## src/hw/hbd_pkg.sv

```systemverilog
// constants for the half-bridge drive and chopper block
package hbd_pkg;
    // time figures in ns and the clock period
    localparam int CLK_PERIOD_NS = 10;
    localparam int CHOP_HOLD_TIME_NS = 20000;
    localparam int SENSE_MASK_TIME_NS = 1000;
    // cycle counts derived from the times (hold rounds down, mask rounds up)
    localparam int CHOP_HOLD_CYC = CHOP_HOLD_TIME_NS / CLK_PERIOD_NS;
    localparam int SENSE_MASK_CYC =
        (SENSE_MASK_TIME_NS + CLK_PERIOD_NS - 1) / CLK_PERIOD_NS;
    // mixed decay split: fast part is one quarter of the hold
    localparam int FAST_DECAY_NUM = 25;
    localparam int DECAY_DEN = 100;
    localparam int TIMER_W = 16;
    // reference select codes
    localparam logic REF_FULL = 1'b0;
    localparam logic REF_HALF = 1'b1;
    // per-pair chopping phase
    typedef enum logic [1:0] {
        HBD_BLANK, HBD_SENSE, HBD_FAST, HBD_SLOW
    } hbd_phase_t;
endpackage

```

## src/hw/hbd_half_bridge_drive_and_chopper.sv

```systemverilog
// independent half-bridge drive with fixed off-time mixed-decay chopping
`timescale 1ns/100ps
module hbd_half_bridge_drive_and_chopper #(
    parameter int HOLD_CYC = hbd_pkg::CHOP_HOLD_CYC,
    parameter int MASK_CYC = hbd_pkg::SENSE_MASK_CYC
) (
    // clock and reset
    input wire logic clk_in,
    input wire logic rstn_in,
    // host control pins, asynchronous
    input wire logic ctl_a_sel_in,
    input wire logic ctl_b_sel_in,
    input wire logic ctl_c_sel_in,
    input wire logic ctl_d_sel_in,
    input wire logic low_power_request_n_in,
    input wire logic current_halving_sel_in,
    // sense comparators, one per pair, asynchronous
    input wire logic sense_trip_ab_in,
    input wire logic sense_trip_cd_in,
    // reference select to the analog comparators
    output logic chop_ref_half_out,
    // gate controls per half-bridge, bit 0 = a .. bit 3 = d
    output logic [3:0] high_side_on_out,
    output logic [3:0] low_side_on_out,
    // pair chopping status
    output logic [1:0] pair_off_out
);
    import hbd_pkg::*;

    // fast decay covers the first quarter of the hold, rounded down;
    // the hold floor below keeps it at one cycle or more, so the
    // slow part always follows a real fast part
    localparam int FAST_CYC = (HOLD_CYC * FAST_DECAY_NUM) / DECAY_DEN;

    // positions of the pins in the sampled vector; the order
    // matches the concatenation into raw_sig below
    localparam int PIN_W = 8;
    localparam int PIN_CTL = 0;
    localparam int PIN_AWAKE = 4;
    localparam int PIN_HALF = 5;
    localparam int PIN_TRIP = 6;

    // refuse counts that the shared timer cannot serve
    if (HOLD_CYC < 4 || HOLD_CYC >= (1 << TIMER_W) ||
        MASK_CYC < 1 || MASK_CYC >= (1 << TIMER_W)) begin : g_bad_counts
        $error("hbd: timer counts out of range");
    end

    // three-stage synchronisers for all pins; the pins are
    // asynchronous to clk_in, so no logic reads the first stage,
    // and a level counts only once two later stages show it
    logic [PIN_W-1:0] raw_sig;
    logic [PIN_W-1:0] sync1_reg;
    logic [PIN_W-1:0] sync2_reg;
    logic [PIN_W-1:0] sync3_reg;
    logic [PIN_W-1:0] pin_reg;
    assign raw_sig = {sense_trip_cd_in, sense_trip_ab_in,
                      current_halving_sel_in, low_power_request_n_in,
                      ctl_d_sel_in, ctl_c_sel_in, ctl_b_sel_in, ctl_a_sel_in};

    // sample chain
    always_ff @(posedge clk_in or negedge rstn_in) begin
        if (!rstn_in) begin
            sync1_reg <= '0;
            sync2_reg <= '0;
            sync3_reg <= '0;
        end else begin
            sync1_reg <= raw_sig;
            sync2_reg <= sync1_reg;
            sync3_reg <= sync2_reg;
        end
    end

    // accept a change once stages two and three agree;
    // a one-cycle glitch on a pin never reaches the logic
    always_ff @(posedge clk_in or negedge rstn_in) begin
        if (!rstn_in) begin
            pin_reg <= '0;
        end else begin
            for (int i = 0; i < PIN_W; i++) begin
                if (sync2_reg[i] == sync3_reg[i]) begin
                    pin_reg[i] <= sync3_reg[i];
                end
            end
        end
    end

    // agreed pin levels by role
    logic [3:0] ctl_sel;
    logic awake;
    logic [1:0] trip;
    assign ctl_sel = pin_reg[PIN_CTL +: 4];
    assign awake = pin_reg[PIN_AWAKE];
    assign trip = pin_reg[PIN_TRIP +: 2];

    // reference select for the trip comparators;
    // registered so the comparators see a clean level
    always_ff @(posedge clk_in or negedge rstn_in) begin
        if (!rstn_in) begin
            chop_ref_half_out <= REF_FULL;
        end else begin
            chop_ref_half_out <= pin_reg[PIN_HALF] ? REF_HALF
                                                   : REF_FULL;
        end
    end

    // per-pair chopping state and timers; each sense node serves
    // one pair, so the pairs never share a timer
    hbd_phase_t phase_reg [2];
    logic [TIMER_W-1:0] tmr_reg [2];

    always_ff @(posedge clk_in or negedge rstn_in) begin
        if (!rstn_in) begin
            for (int p = 0; p < 2; p++) begin
                phase_reg[p] <= HBD_BLANK;
                tmr_reg[p] <= '0;
            end
        end else begin
            for (int p = 0; p < 2; p++) begin
                // sleep clears both pairs, so a wake starts with a mask
                if (!awake) begin
                    phase_reg[p] <= HBD_BLANK;
                    tmr_reg[p] <= '0;
                end else begin
                    // one timer per pair: the mask count, then the
                    // hold count that also times the decay split
                    unique case (phase_reg[p])
                        HBD_BLANK: begin
                            // comparator ignored while masking
                            if (tmr_reg[p] == TIMER_W'(MASK_CYC - 1)) begin
                                phase_reg[p] <= HBD_SENSE;
                                tmr_reg[p] <= '0;
                            end else begin
                                tmr_reg[p] <= tmr_reg[p] + TIMER_W'(1);
                            end
                        end
                        HBD_SENSE: begin
                            // a trip still high here starts a new hold
                            if (trip[p]) begin
                                phase_reg[p] <= HBD_FAST;
                                tmr_reg[p] <= '0;
                            end
                        end
                        HBD_FAST: begin
                            // timer runs on so the hold stays fixed
                            if (tmr_reg[p] == TIMER_W'(FAST_CYC - 1)) begin
                                phase_reg[p] <= HBD_SLOW;
                            end
                            tmr_reg[p] <= tmr_reg[p] + TIMER_W'(1);
                        end
                        HBD_SLOW: begin
                            if (tmr_reg[p] == TIMER_W'(HOLD_CYC - 1)) begin
                                phase_reg[p] <= HBD_BLANK;
                                tmr_reg[p] <= '0;
                            end else begin
                                tmr_reg[p] <= tmr_reg[p] + TIMER_W'(1);
                            end
                        end
                    endcase
                end
            end
        end
    end

    // gate drive: sleep off, chop by pair, else follow inputs;
    // a high side and its low side are never on together, so a
    // bridge cannot short the supply whatever the inputs do;
    // all off lets the diodes carry the fast decay current
    always_ff @(posedge clk_in or negedge rstn_in) begin
        if (!rstn_in) begin
            high_side_on_out <= 4'h0;
            low_side_on_out <= 4'h0;
        end else begin
            for (int h = 0; h < 4; h++) begin
                if (!awake) begin
                    high_side_on_out[h] <= 1'b0;
                    low_side_on_out[h] <= 1'b0;
                end else if (phase_reg[h/2] == HBD_FAST) begin
                    high_side_on_out[h] <= 1'b0;
                    low_side_on_out[h] <= 1'b0;
                end else if (phase_reg[h/2] == HBD_SLOW) begin
                    high_side_on_out[h] <= 1'b0;
                    low_side_on_out[h] <= 1'b1;
                end else begin
                    high_side_on_out[h] <= ctl_sel[h];
                    low_side_on_out[h] <= !ctl_sel[h];
                end
            end
        end
    end

    // pair status: high through the whole hold, fast and slow alike;
    // it leads no gate, it only reports the chopping to the host
    always_ff @(posedge clk_in or negedge rstn_in) begin
        if (!rstn_in) begin
            pair_off_out <= 2'b00;
        end else begin
            for (int p = 0; p < 2; p++) begin
                pair_off_out[p] <= awake && (phase_reg[p] == HBD_FAST ||
                                             phase_reg[p] == HBD_SLOW);
            end
        end
    end
endmodule // hbd_half_bridge_drive_and_chopper

```

## config.mk

```make
export PLATFORM = sky130hd
export DESIGN_NAME = hbd_half_bridge_drive_and_chopper
export DESIGN_NICKNAME = d
export VERILOG_FILES = /design/src/hw/hbd_pkg.sv /design/src/hw/hbd_half_bridge_drive_and_chopper.sv
export SDC_FILE = /design/constraint.sdc
export NUM_CORES = 1
export LEC_CHECK = 0
export ABC_AREA = 0
export BUFFER_PORTS_ARGS = -buffer_cell sky130_fd_sc_hd__buf_2
export CELL_PAD_IN_SITES_DETAIL_PLACEMENT = 0
export CELL_PAD_IN_SITES_GLOBAL_PLACEMENT = 1
export CORE_MARGIN = 1
export CORE_UTILIZATION = 25
export CTS_CLUSTER_DIAMETER = 120
export CTS_CLUSTER_SIZE = 28
export DETAILED_ROUTE_END_ITERATION = 8
export HOLD_SLACK_MARGIN = 0.06
export PLACE_DENSITY = 0.52
export SKIP_LAST_GASP = 1
export SLEW_MARGIN = 25
export SYNTH_ARGS = -nofsm -noshare
export SYNTH_HDL_FRONTEND = slang
export SYNTH_SLANG_ARGS = --single-unit
```

## constraint.sdc

```tcl
create_clock -name clk_in -period 7.4 [get_ports clk_in]
set_input_delay 0.37 -clock clk_in [delete_from_list [all_inputs] [get_ports clk_in]]
set_output_delay 0.37 -clock clk_in [all_outputs]
set_load 0.02 [all_outputs]
```

# --- Yosys cells after proc, flatten, opt, wreduce, memory -nomap -nowiden ---
# Cells that the tools add are included.
# W data, S select, Z words.
op_classes:
  n_addsub: 2
  multipliers: 0
  div_mod_pow: 0
  n_lt_le_gt_ge: 0
  eq_ne: 28
  n_shift: 0
  muxes: 47
  bitwise_logic: 0
  reduce_logical: 12
ops:
  columns: ["operator", "n"]
  rows:
  - ["$mux W16", 8]
  - ["$pmux W16 S4", 2]
  - ["$add A16 B1 Y16 const B", 2]
  - ["$eq A16 B11 Y1 const B", 2]
  - ["$eq A16 B7 Y1 const B", 2]
  - ["$eq A16 B9 Y1 const B", 2]
  - ["$mux W1", 25]
  - ["$ne A3 B3 Y1 const B", 8]
  - ["$mux W2", 10]
  - ["$pmux W2 S4", 2]
  - ["$eq A1 B1 Y1", 8]
  - ["$eq A2 B2 Y1 const B", 4]
  - ["$reduce_and A4 Y1", 2]
  - ["$eq A2 B1 Y1 const B", 2]
  - ["$logic_not A1 Y1", 4]
  - ["$logic_not A2 Y1", 2]
  - ["$logic_and A1 B1 Y1", 2]
  - ["$logic_or A1 B1 Y1", 2]
totals:
  ff_bits: 79
  latchBits: 0
  mem_bits_rw: 0
  rom_bits: 0
  in_bits: 10
  output_inout_bits: 11
  elab_cells: 108
  memories: 0

# --- Depth between registers and ports, before layout ---
# Gate-level depths: netlist of run 1.
logic_depth:
  depth_word: 4
  depth_mapped: 9

# --- Least setup slack after synthesis of run 1 ---
# No wires, ideal clock.
synth_timing:
  path_type: "flip-flop to flip-flop"
  startpoint: "reg tmr_reg[13] (netlist name)"
  endpoint: "reg tmr_reg[12] (netlist name)"
  setup_ps: 121
  arrival_time_ps: 2224
  required_time_ps: 7279
  path_slack_ps: 5056
  path_stages_with_launch: 8
  synth_period_minus_slack_ps: 2344
  path_cell_list: "dfrtp_1 > or4_4 > or4_4 > nor3_2 > and3b_1 > buf_6 > a21o_1 > a22o_1"
synth_between:
  elab_chain_cells: 4
  elab_cells_between_ends: 6
synth_lines:
  columns: ["item", "line", "rtl"]
  rows:
  - ["start: declaration", "hbd_half_bridge_drive_and_chopper.sv:110", "logic [TIMER_W-1:0] tmr_reg [2];"]
  - ["start signal: indexed assignment", "hbd_half_bridge_drive_and_chopper.sv:134", "tmr_reg[p] <= tmr_reg[p] + TIMER_W'(1);"]
  - ["start signal: indexed assignment", "hbd_half_bridge_drive_and_chopper.sv:149", "tmr_reg[p] <= tmr_reg[p] + TIMER_W'(1);"]
  - ["start signal: indexed assignment", "hbd_half_bridge_drive_and_chopper.sv:156", "tmr_reg[p] <= tmr_reg[p] + TIMER_W'(1);"]
  - ["$eq A16 B11 Y1 / $eq A16 B7 Y1 (equally long branches)", "hbd_half_bridge_drive_and_chopper.sv:152, hbd_half_bridge_drive_and_chopper.sv:130", null]
  - ["$mux W16 (on tied branches)", "hbd_half_bridge_drive_and_chopper.sv:152, hbd_half_bridge_drive_and_chopper.sv:130", null]
  - ["$pmux W16 S4 *", "hbd_half_bridge_drive_and_chopper.sv:127", "unique case (phase_reg[p])"]
  - ["$mux W16 *", "hbd_half_bridge_drive_and_chopper.sv:121", "if (!awake) begin"]
# Every way passes the cells marked *; elsewhere a longest branch is shown, timed or not.
# A chain may end at the register's enable or synchronous reset.

# --- Final worst setup path of run 1 ---
layout_timing:
  startpoint: "reg tmr_reg[13] (netlist name)"
  endpoint: "reg tmr_reg[2] (netlist name)"
# The elaborated chain is that of the path after synthesis.

==> results of run 1 <==
-- final cells by class --
class	instances	area, um2
Fill cell	1381	9310
Sequential cell	79	1980
Multi-Input combinational cell	225	1420
Clock buffer	11	253
Tap cell	176	220
Timing Repair Buffer	20	106
Clock inverter	5	65.1
Inverter	14	52.6
-- worst max-delay path, cell delays in order (launching register included) --
cell	delay, ns
sky130_fd_sc_hd__dfrtp_1	0.41
sky130_fd_sc_hd__or4_4	0.55
sky130_fd_sc_hd__or4_4	0.55
sky130_fd_sc_hd__nor3_2	0.17
sky130_fd_sc_hd__nand3b_2	0.26
sky130_fd_sc_hd__nor2_2	0.14
sky130_fd_sc_hd__a221o_1	0.34
-- cell usage after synthesis (3+ instances only) --
cell type | number | area (um2)
sky130_fd_sc_hd__dfrtp_1 | 79 | 1980
sky130_fd_sc_hd__nand2_1 | 32 | 120
sky130_fd_sc_hd__nor2_1 | 28 | 105
sky130_fd_sc_hd__o21ai_0 | 21 | 105
sky130_fd_sc_hd__a21oi_1 | 14 | 70.1
sky130_fd_sc_hd__nand3_1 | 14 | 70.1
sky130_fd_sc_hd__inv_1 | 13 | 48.8
sky130_fd_sc_hd__ha_1 | 12 | 150
sky130_fd_sc_hd__nor3_1 | 11 | 55.1
sky130_fd_sc_hd__a22o_1 | 8 | 70.1
sky130_fd_sc_hd__maj3_1 | 8 | 80.1
sky130_fd_sc_hd__clkbuf_1 | 7 | 26.3
sky130_fd_sc_hd__or3_1 | 7 | 43.8
sky130_fd_sc_hd__xnor2_1 | 7 | 61.3
sky130_fd_sc_hd__and3_1 | 6 | 37.5
sky130_fd_sc_hd__a21o_1 | 4 | 30.0
sky130_fd_sc_hd__nand4_1 | 4 | 25.0
sky130_fd_sc_hd__nor4_1 | 4 | 25.0
sky130_fd_sc_hd__o31ai_1 | 3 | 22.5
sky130_fd_sc_hd__or2_2 | 3 | 18.8
sky130_fd_sc_hd__or4_1 | 3 | 22.5
-- placed cells by master (no fill, tap or decap), types with 3 or more instances in the layout --
cell type	n
sky130_fd_sc_hd__dfrtp_1	79
sky130_fd_sc_hd__nand2_1	32
sky130_fd_sc_hd__nor2_1	28
sky130_fd_sc_hd__o21ai_0	21
sky130_fd_sc_hd__buf_2	19
sky130_fd_sc_hd__a21oi_1	14
sky130_fd_sc_hd__nand3_1	14
sky130_fd_sc_hd__inv_1	13
sky130_fd_sc_hd__ha_1	12
sky130_fd_sc_hd__nor3_1	11
sky130_fd_sc_hd__clkbuf_16	9
sky130_fd_sc_hd__maj3_1	8
sky130_fd_sc_hd__a22o_1	8
sky130_fd_sc_hd__or3_1	7
sky130_fd_sc_hd__xnor2_1	7
sky130_fd_sc_hd__and3_1	6
sky130_fd_sc_hd__nor4_1	4
sky130_fd_sc_hd__nand4_1	4
sky130_fd_sc_hd__a21o_1	4
sky130_fd_sc_hd__o31ai_1	3
sky130_fd_sc_hd__or4_1	3
sky130_fd_sc_hd__or2_2	3
sky130_fd_sc_hd__clkinv_4	3
-- power groups by stage --
| stage | logic (mW) | clock network, mW | registers [mW] |
|---|---|---|---|
| 6_report | 0.0577 | 0.462 | 0.467 |
| 3_3_place_gp | 0.0589 | 0 | 0.475 |
| 5_1_grt | 0.0667 | 0.495 | 0.470 |
| 2_1_floorplan | 0.0307 | 0 | 0.477 |
| 3_5_place_dp | 0.0591 | 0 | 0.475 |
| 4_1_cts | 0.0594 | 0.478 | 0.467 |
-- layer usage --
metal	part of all wire [%]	GRT usage, %	up-vias	wire length, um
li1	-	-	1212	-
met1	51	15.8	1208	3720
met2	44	16.4	45	3250
met3	2.9	2.57	13	215
met4	2.1	5.47	0	155
met5	0	0	-	0
-- final timing paths --
path                                end  cells after the start  slack, ns
setup / recovery             tmr_reg[2]                      6       4.88
hold / removal             sync1_reg[7]                      1       0.06
setup reg to reg             tmr_reg[2]                      6       4.88
hold reg to reg            sync2_reg[6]                      0       0.35
max in group asynchronous    tmr_reg[8]                      1       6.87
min in group clk_in        sync1_reg[1]                      1       0.14
-- logic make-up (layout without fill, tap and decap cells) --
| logic type | count (synthesis) | in the layout | synth area share, % |
|---|---|---|---|
| AO/OA/AOI/OAI | 62 | 62 | 11.6 |
| XOR/XNOR | 8 | 8 | 2.01 |
| adder cells (fa/ha/maj) | 20 | 20 | 6.61 |
| buffers and inverters | 22 | 50 | 2.59 |
| flip-flops | 79 | 79 | 56.8 |
| AND/OR/NAND/NOR | 135 | 135 | 20.4 |
==> results.md, run 1 <==
* Initial antenna violation count at 0
* Maximum number of pins on one net before global-route repair at 80
* Total die area at 14400 um2
* Final-layout worst hold slack at 0.0629 ns
* Initial cell density of the core at 26.0%
* Post-layout worst setup margin at 4.88 ns
* CTS tree: yes
* Share of the yosys chip area belonging to registers at 56.8%
* Port buffer count at 20
* Synthesis-to-layout area growth at 17.4%
* Static Leakage at 1.74 nW
* Clock root buffer: sky130_fd_sc_hd__clkbuf_16
* Final max-slew violation count at 0
* Fin Setup TNS at 0 ns
* Crit path arrival time at 2.74 ns
* Number of remaining DRC errors at 0
* Number of instances in the synthesized netlist at 326
* Wire length of the first global-routing pass at 12800 um
* Beginning of the critical path: tmr_reg[13]
* Detailed placer's ending HPWL at 4920 um
* Total length of routed wires at 7340 um
* Die outline width at 120 um
* Peak supply drop at 0.130 mV
* Worst-skew pair later-pin latency at 0.33 ns
* Critical Path Sink Type: flop
* Status: finished, final reports clean
* Number of diodes at 0
* Final instance area at 4090 um2
* Final layout net count at 371
* Vias at 2478
* Count of final setup violators at 0
* Total track usage at 11.3%
* Number of H-tree branching levels at 3
* Post-synth EDFFs at 0
* Required time at the worst-slack endpoint at 7.61 ns
* Fraction of layout instances using a drive strength above 1 at 13.8%
* Number of setup buffers added after CTS at 0
* CTS Hold Bufs at 0
* Internal Power at 0.755 mW
* Net load switching power at 0.232 mW
* RSZ-0062 raised after global routing: false
* Most used DFF post-synth: sky130_fd_sc_hd__dfrtp_1
* Logic pwr share at 5.8%
* Pwr/cell area at 241 nW/um2
* Detailed-route wire length per cell at 13.8 um
* 1st-pass router iterations at 4
* Maximum achievable frequency at 397 MHz
* Number of instances in the placed design at 514
* Antenna Nets Post-Route at 0
* RD Place Congestion at 0.779
* Via density at 4.68
* Count of routing violations after the opening detailed-route iteration at 121
* Vias in the first global route at 2511
* Min Tclk post-route at 2.52 ns
* Clock net sink count at 79
* Cts repair resizes at 0
* Area of the core region at 13400 um2
* Worst slew pin tran at 0.722 ns
* Fraction of registers with async set or reset after synthesis at 100%
* Global route total overflow at 0
* Fin Clk Skew at 0.00592 ns
* Critical Setup Path Class: flop to flop
* Max-capacitance violation count at 0
* Non-filler instance count after layout at 530
* Number of register bits inferred by synthesis at 79
* Utilization of the core after routing at 30.5%
* Flip-flop count of the largest register, all copies and words added at 32
* Post-Synthesis Mean Instance Area at 10.7 um2
* CTS clk-pin slew, worst paths at 0.06 ns
* Num ports at 21
* Placement row count at 42
* Maximum fanout along the worst path at 9
* Overall power at 0.987 mW
* Clock group share of total power at 46.8%
* Classification of the worst-slack hold path: input pin to async pin
* Vertical extent of the die at 120 um
* Sequential cell fraction of total power at 47.3%
* Final Hold Viols at 0
* Syn_nets at 348
* Switching share of power at 23.5%
* Yosys cell types at 50
* Summed instance area of the synthesized netlist at 3480 um2
* Placed cell area at 3770 um2
* Nature of the critical path startpoint: flop
* Rel. slew slack at 51.8%
* Startpoint of the most critical register-to-register path: tmr_reg[13]
* Post-Place Worst Slack at 4.87 ns
* TritonCTS buffer count at 9
* Synth Warn # at 0
* Clock tree buffer depth at 2
* Post-route clock period utilization at 34.1%
No activity file was read; power rests on OpenSTA's default activity.
==> run 2, diff against run 1 <==
Clock period 7.4 ns to 2.5 ns, I/O delays scaled along.
==> results.md, run 2 (synthesized netlist as in run 1, its figures left out) <==
* Min Tclk post-route at 2.45 ns (-0.0760 ns)
* Synthesis-to-layout area growth at 23.6%
* RD Place Congestion at 0.755 (-3.1%)
* Crit path arrival time at 2.66 ns (-0.08 ns)
* Net load switching power at 0.725 mW (+210%)
* Detailed-route wire length per cell at 14.1 um (+1.6%)
* Worst-skew pair later-pin latency at 0.34 ns (about the same)
* Via density at 4.62 (-1.1%)
* Placement row count at 42 (unchanged)
* Fin Clk Skew at 0.0104 ns (+0.00450 ns)
* Clock group share of total power at 45.9% (-0.9 points)
* Vertical extent of the die at 120 um (unchanged)
* Antenna Nets Post-Route at 0 (unchanged)
* Placed cell area at 3890 um2 (+3.3%)
* Initial antenna violation count at 0 (unchanged)
* Sequential cell fraction of total power at 47.0% (-0.3 points)
* Status: finished, final reports clean
* Maximum fanout along the worst path at 9 (unchanged)
* Number of remaining DRC errors at 0 (unchanged)
* Wire length of the first global-routing pass at 13100 um (+2.5%)
* Multi-input gate area at 1430 um2 (+1.2%)
* Fraction of layout instances using a drive strength above 1 at 17.5% (+3.6 points)
* CTS tree: yes
* Number of H-tree branching levels at 3 (unchanged)
* Vias in the first global route at 2577 (+2.6%)
* Maximum achievable frequency at 409 MHz (+3.1%)
* Logic pwr share at 7.1% (+1.3 points)
* Rel. slew slack at 55.7% (+3.9 points)
* Nature of the critical path startpoint: flop
* Clock root buffer: sky130_fd_sc_hd__clkbuf_16
* Required time at the worst-slack endpoint at 2.72 ns (-4.89 ns)
* RSZ-0062 raised after global routing: true
* Count of routing violations after the opening detailed-route iteration at 141 (+17%)
* Post-route clock period utilization at 97.8% (+64 points)
* Commonest non-fill, non-tap cells in the layout: sky130_fd_sc_hd__dfrtp_1, sky130_fd_sc_hd__nand2_1, sky130_fd_sc_hd__nor2_1
* Final-layout worst hold slack at 0.348 ns (+0.285 ns)
* Post-layout worst setup margin at 0.0542 ns (-4.82 ns)
* Static Leakage at 1.84 nW (+5.8%)
* Final max-slew violation count at 0 (unchanged)
* Vias at 2561 (+3.3%)
* Total length of routed wires at 7790 um (+6.2%)
* Final layout net count at 395 (+6.5%)
* Layout fillers at 1373 (-0.58%)
* Count of final setup violators at 0 (unchanged)
* CTS clk-pin slew, worst paths at 0.07 ns (about the same)
* Num ports at 21 (unchanged)
* Total track usage at 11.7% (+0.39 points)
* Peak supply drop at 0.350 mV (+170%)
* Classification of the worst-slack hold path: flop to flop
* Maximum number of pins on one net before global-route repair at 52 (-35%)
* Number of instances in the placed design at 529 (+2.9%)
* Critical Path Sink Type: flop
* Most frequent standard cell in the layout excluding fill and tap cells: sky130_fd_sc_hd__dfrtp_1
* Sequential cell area at 1980 um2 (unchanged)
* Non-filler instance count after layout at 554 (+4.5%)
* Switching share of power at 24.8% (+1.3 points)
* Critical Setup Path Class: flop to flop
* Global route total overflow at 0 (unchanged)
* Internal Power at 2.20 mW (+190%)
* Total die area at 14400 um2 (unchanged)
* Detailed placer's ending HPWL at 5370 um (+9.2%)
* Initial cell density of the core at 26.0% (unchanged)
* Final Hold Viols at 0 (unchanged)
* Die outline width at 120 um (unchanged)
* Clock tree buffer depth at 2 (unchanged)
* 1st-pass router iterations at 4 (unchanged)
* Flip-flop count of the largest register, all copies and words added at 32 (unchanged)
* Max-capacitance violation count at 0 (unchanged)
* TritonCTS buffer count at 9 (unchanged)
* Worst slew pin tran at 0.664 ns (-0.0579 ns)
* Number of diodes at 0 (unchanged)
* Fin Setup TNS at 0 ns (unchanged)
* Clock net sink count at 79 (unchanged)
* Post-Place Worst Slack at 0.0529 ns (-4.82 ns)
* Port buffer count at 20 (unchanged)
* Final instance area at 4310 um2 (+5.3%)
* Area of the core region at 13400 um2 (unchanged)
* Pwr/cell area at 681 nW/um2 (+180%)
[run 2: cell count changes in the layout (fill, tap and decap cells not counted)]
| cell | before | now |
|---|---|---|
| sky130_fd_sc_hd__o41ai_2 | 0 | 1 |
| sky130_fd_sc_hd__o41ai_1 | 1 | 0 |
| sky130_fd_sc_hd__clkinv_4 | 3 | 1 |
| sky130_fd_sc_hd__nand3b_4 | 0 | 1 |
| sky130_fd_sc_hd__and3b_1 | 2 | 1 |
| sky130_fd_sc_hd__nand3b_2 | 1 | 0 |
| sky130_fd_sc_hd__buf_4 | 0 | 15 |
| sky130_fd_sc_hd__dlygate4sd3_1 | 0 | 9 |
| sky130_fd_sc_hd__buf_12 | 0 | 1 |
| sky130_fd_sc_hd__buf_6 | 1 | 0 |
| sky130_fd_sc_hd__inv_6 | 1 | 2 |
| sky130_fd_sc_hd__and3b_2 | 0 | 1 |
| sky130_fd_sc_hd__clkinvlp_4 | 0 | 3 |
| sky130_fd_sc_hd__clkbuf_8 | 2 | 0 |
[run 2: repair_timing]
item	CTS	global route
hold buffers	9	0
endpoints found under the setup margin	0	15
gates resized for setup	0	3
setup buffers	0	0
hold endpoints to repair	58	0
[run 2: area by class of cell]
| cell class | count | share of cell area [%] |
|---|---|---|
| flip-flops and latches | 79 | 45.9 |
| clock buffers | 9 | 5.23 |
| multi-input cells | 225 | 33.3 |
| well taps | 176 | 5.11 |
| inverters | 14 | 1.22 |
| repair buffers | 44 | 7.38 |
| clock inverters | 7 | 1.83 |
[run 2: worst paths after layout]
kind	from	endpoint	slack, ns	cells past startpoint
min in group asynchronous	rstn_in	low_side_on_out[2]	0.38	2
setup reg to reg	tmr_reg[14]	tmr_reg[6]	0.05	6
hold reg to reg	sync1_reg[7]	sync2_reg[7]	0.35	0
hold / removal	sync1_reg[7]	sync2_reg[7]	0.35	0
max in group asynchronous	rstn_in	tmr_reg[20]	1.53	3
setup / recovery	tmr_reg[14]	tmr_reg[6]	0.05	6
[run 2: critical path: stages, from the launching register on]
cell and delay [ns]:
sky130_fd_sc_hd__dfrtp_1 0.40, sky130_fd_sc_hd__or4_4 0.52, sky130_fd_sc_hd__or4_4 0.55, sky130_fd_sc_hd__nor3_2 0.19, sky130_fd_sc_hd__and3b_2 0.31, sky130_fd_sc_hd__a21o_1 0.18, sky130_fd_sc_hd__a22o_1 0.17
[run 2: per-stage QoR]
step	util, %	total power, mW
2_1_floorplan	-	1.50
3_3_place_gp	29.1	1.60
3_5_place_dp	29.1	1.60
4_1_cts	32.0	2.97
5_1_grt	32.1	3.06
6_report	32.1	2.93
[run 2: per-layer routing]
| layer | vias up | track usage, % | share of wire, % |
|---|---|---|---|
| met5 | - | 0 | 0 |
| met2 | 49 | 18.0 | 47 |
| li1 | 1252 | - | - |
| met1 | 1251 | 15.8 | 49 |
| met4 | 0 | 4.92 | 1.2 |
| met3 | 9 | 2.42 | 2.6 |
[run 2: power by group through the flow]
stage	sequential (mW)	clock (mW)	combinational [mW]
floorplan	1.41	0	0.0908
global placement	1.40	0	0.199
detailed placement	1.40	0	0.200
CTS	1.38	1.38	0.212
global route	1.38	1.44	0.233
finish	1.38	1.35	0.207
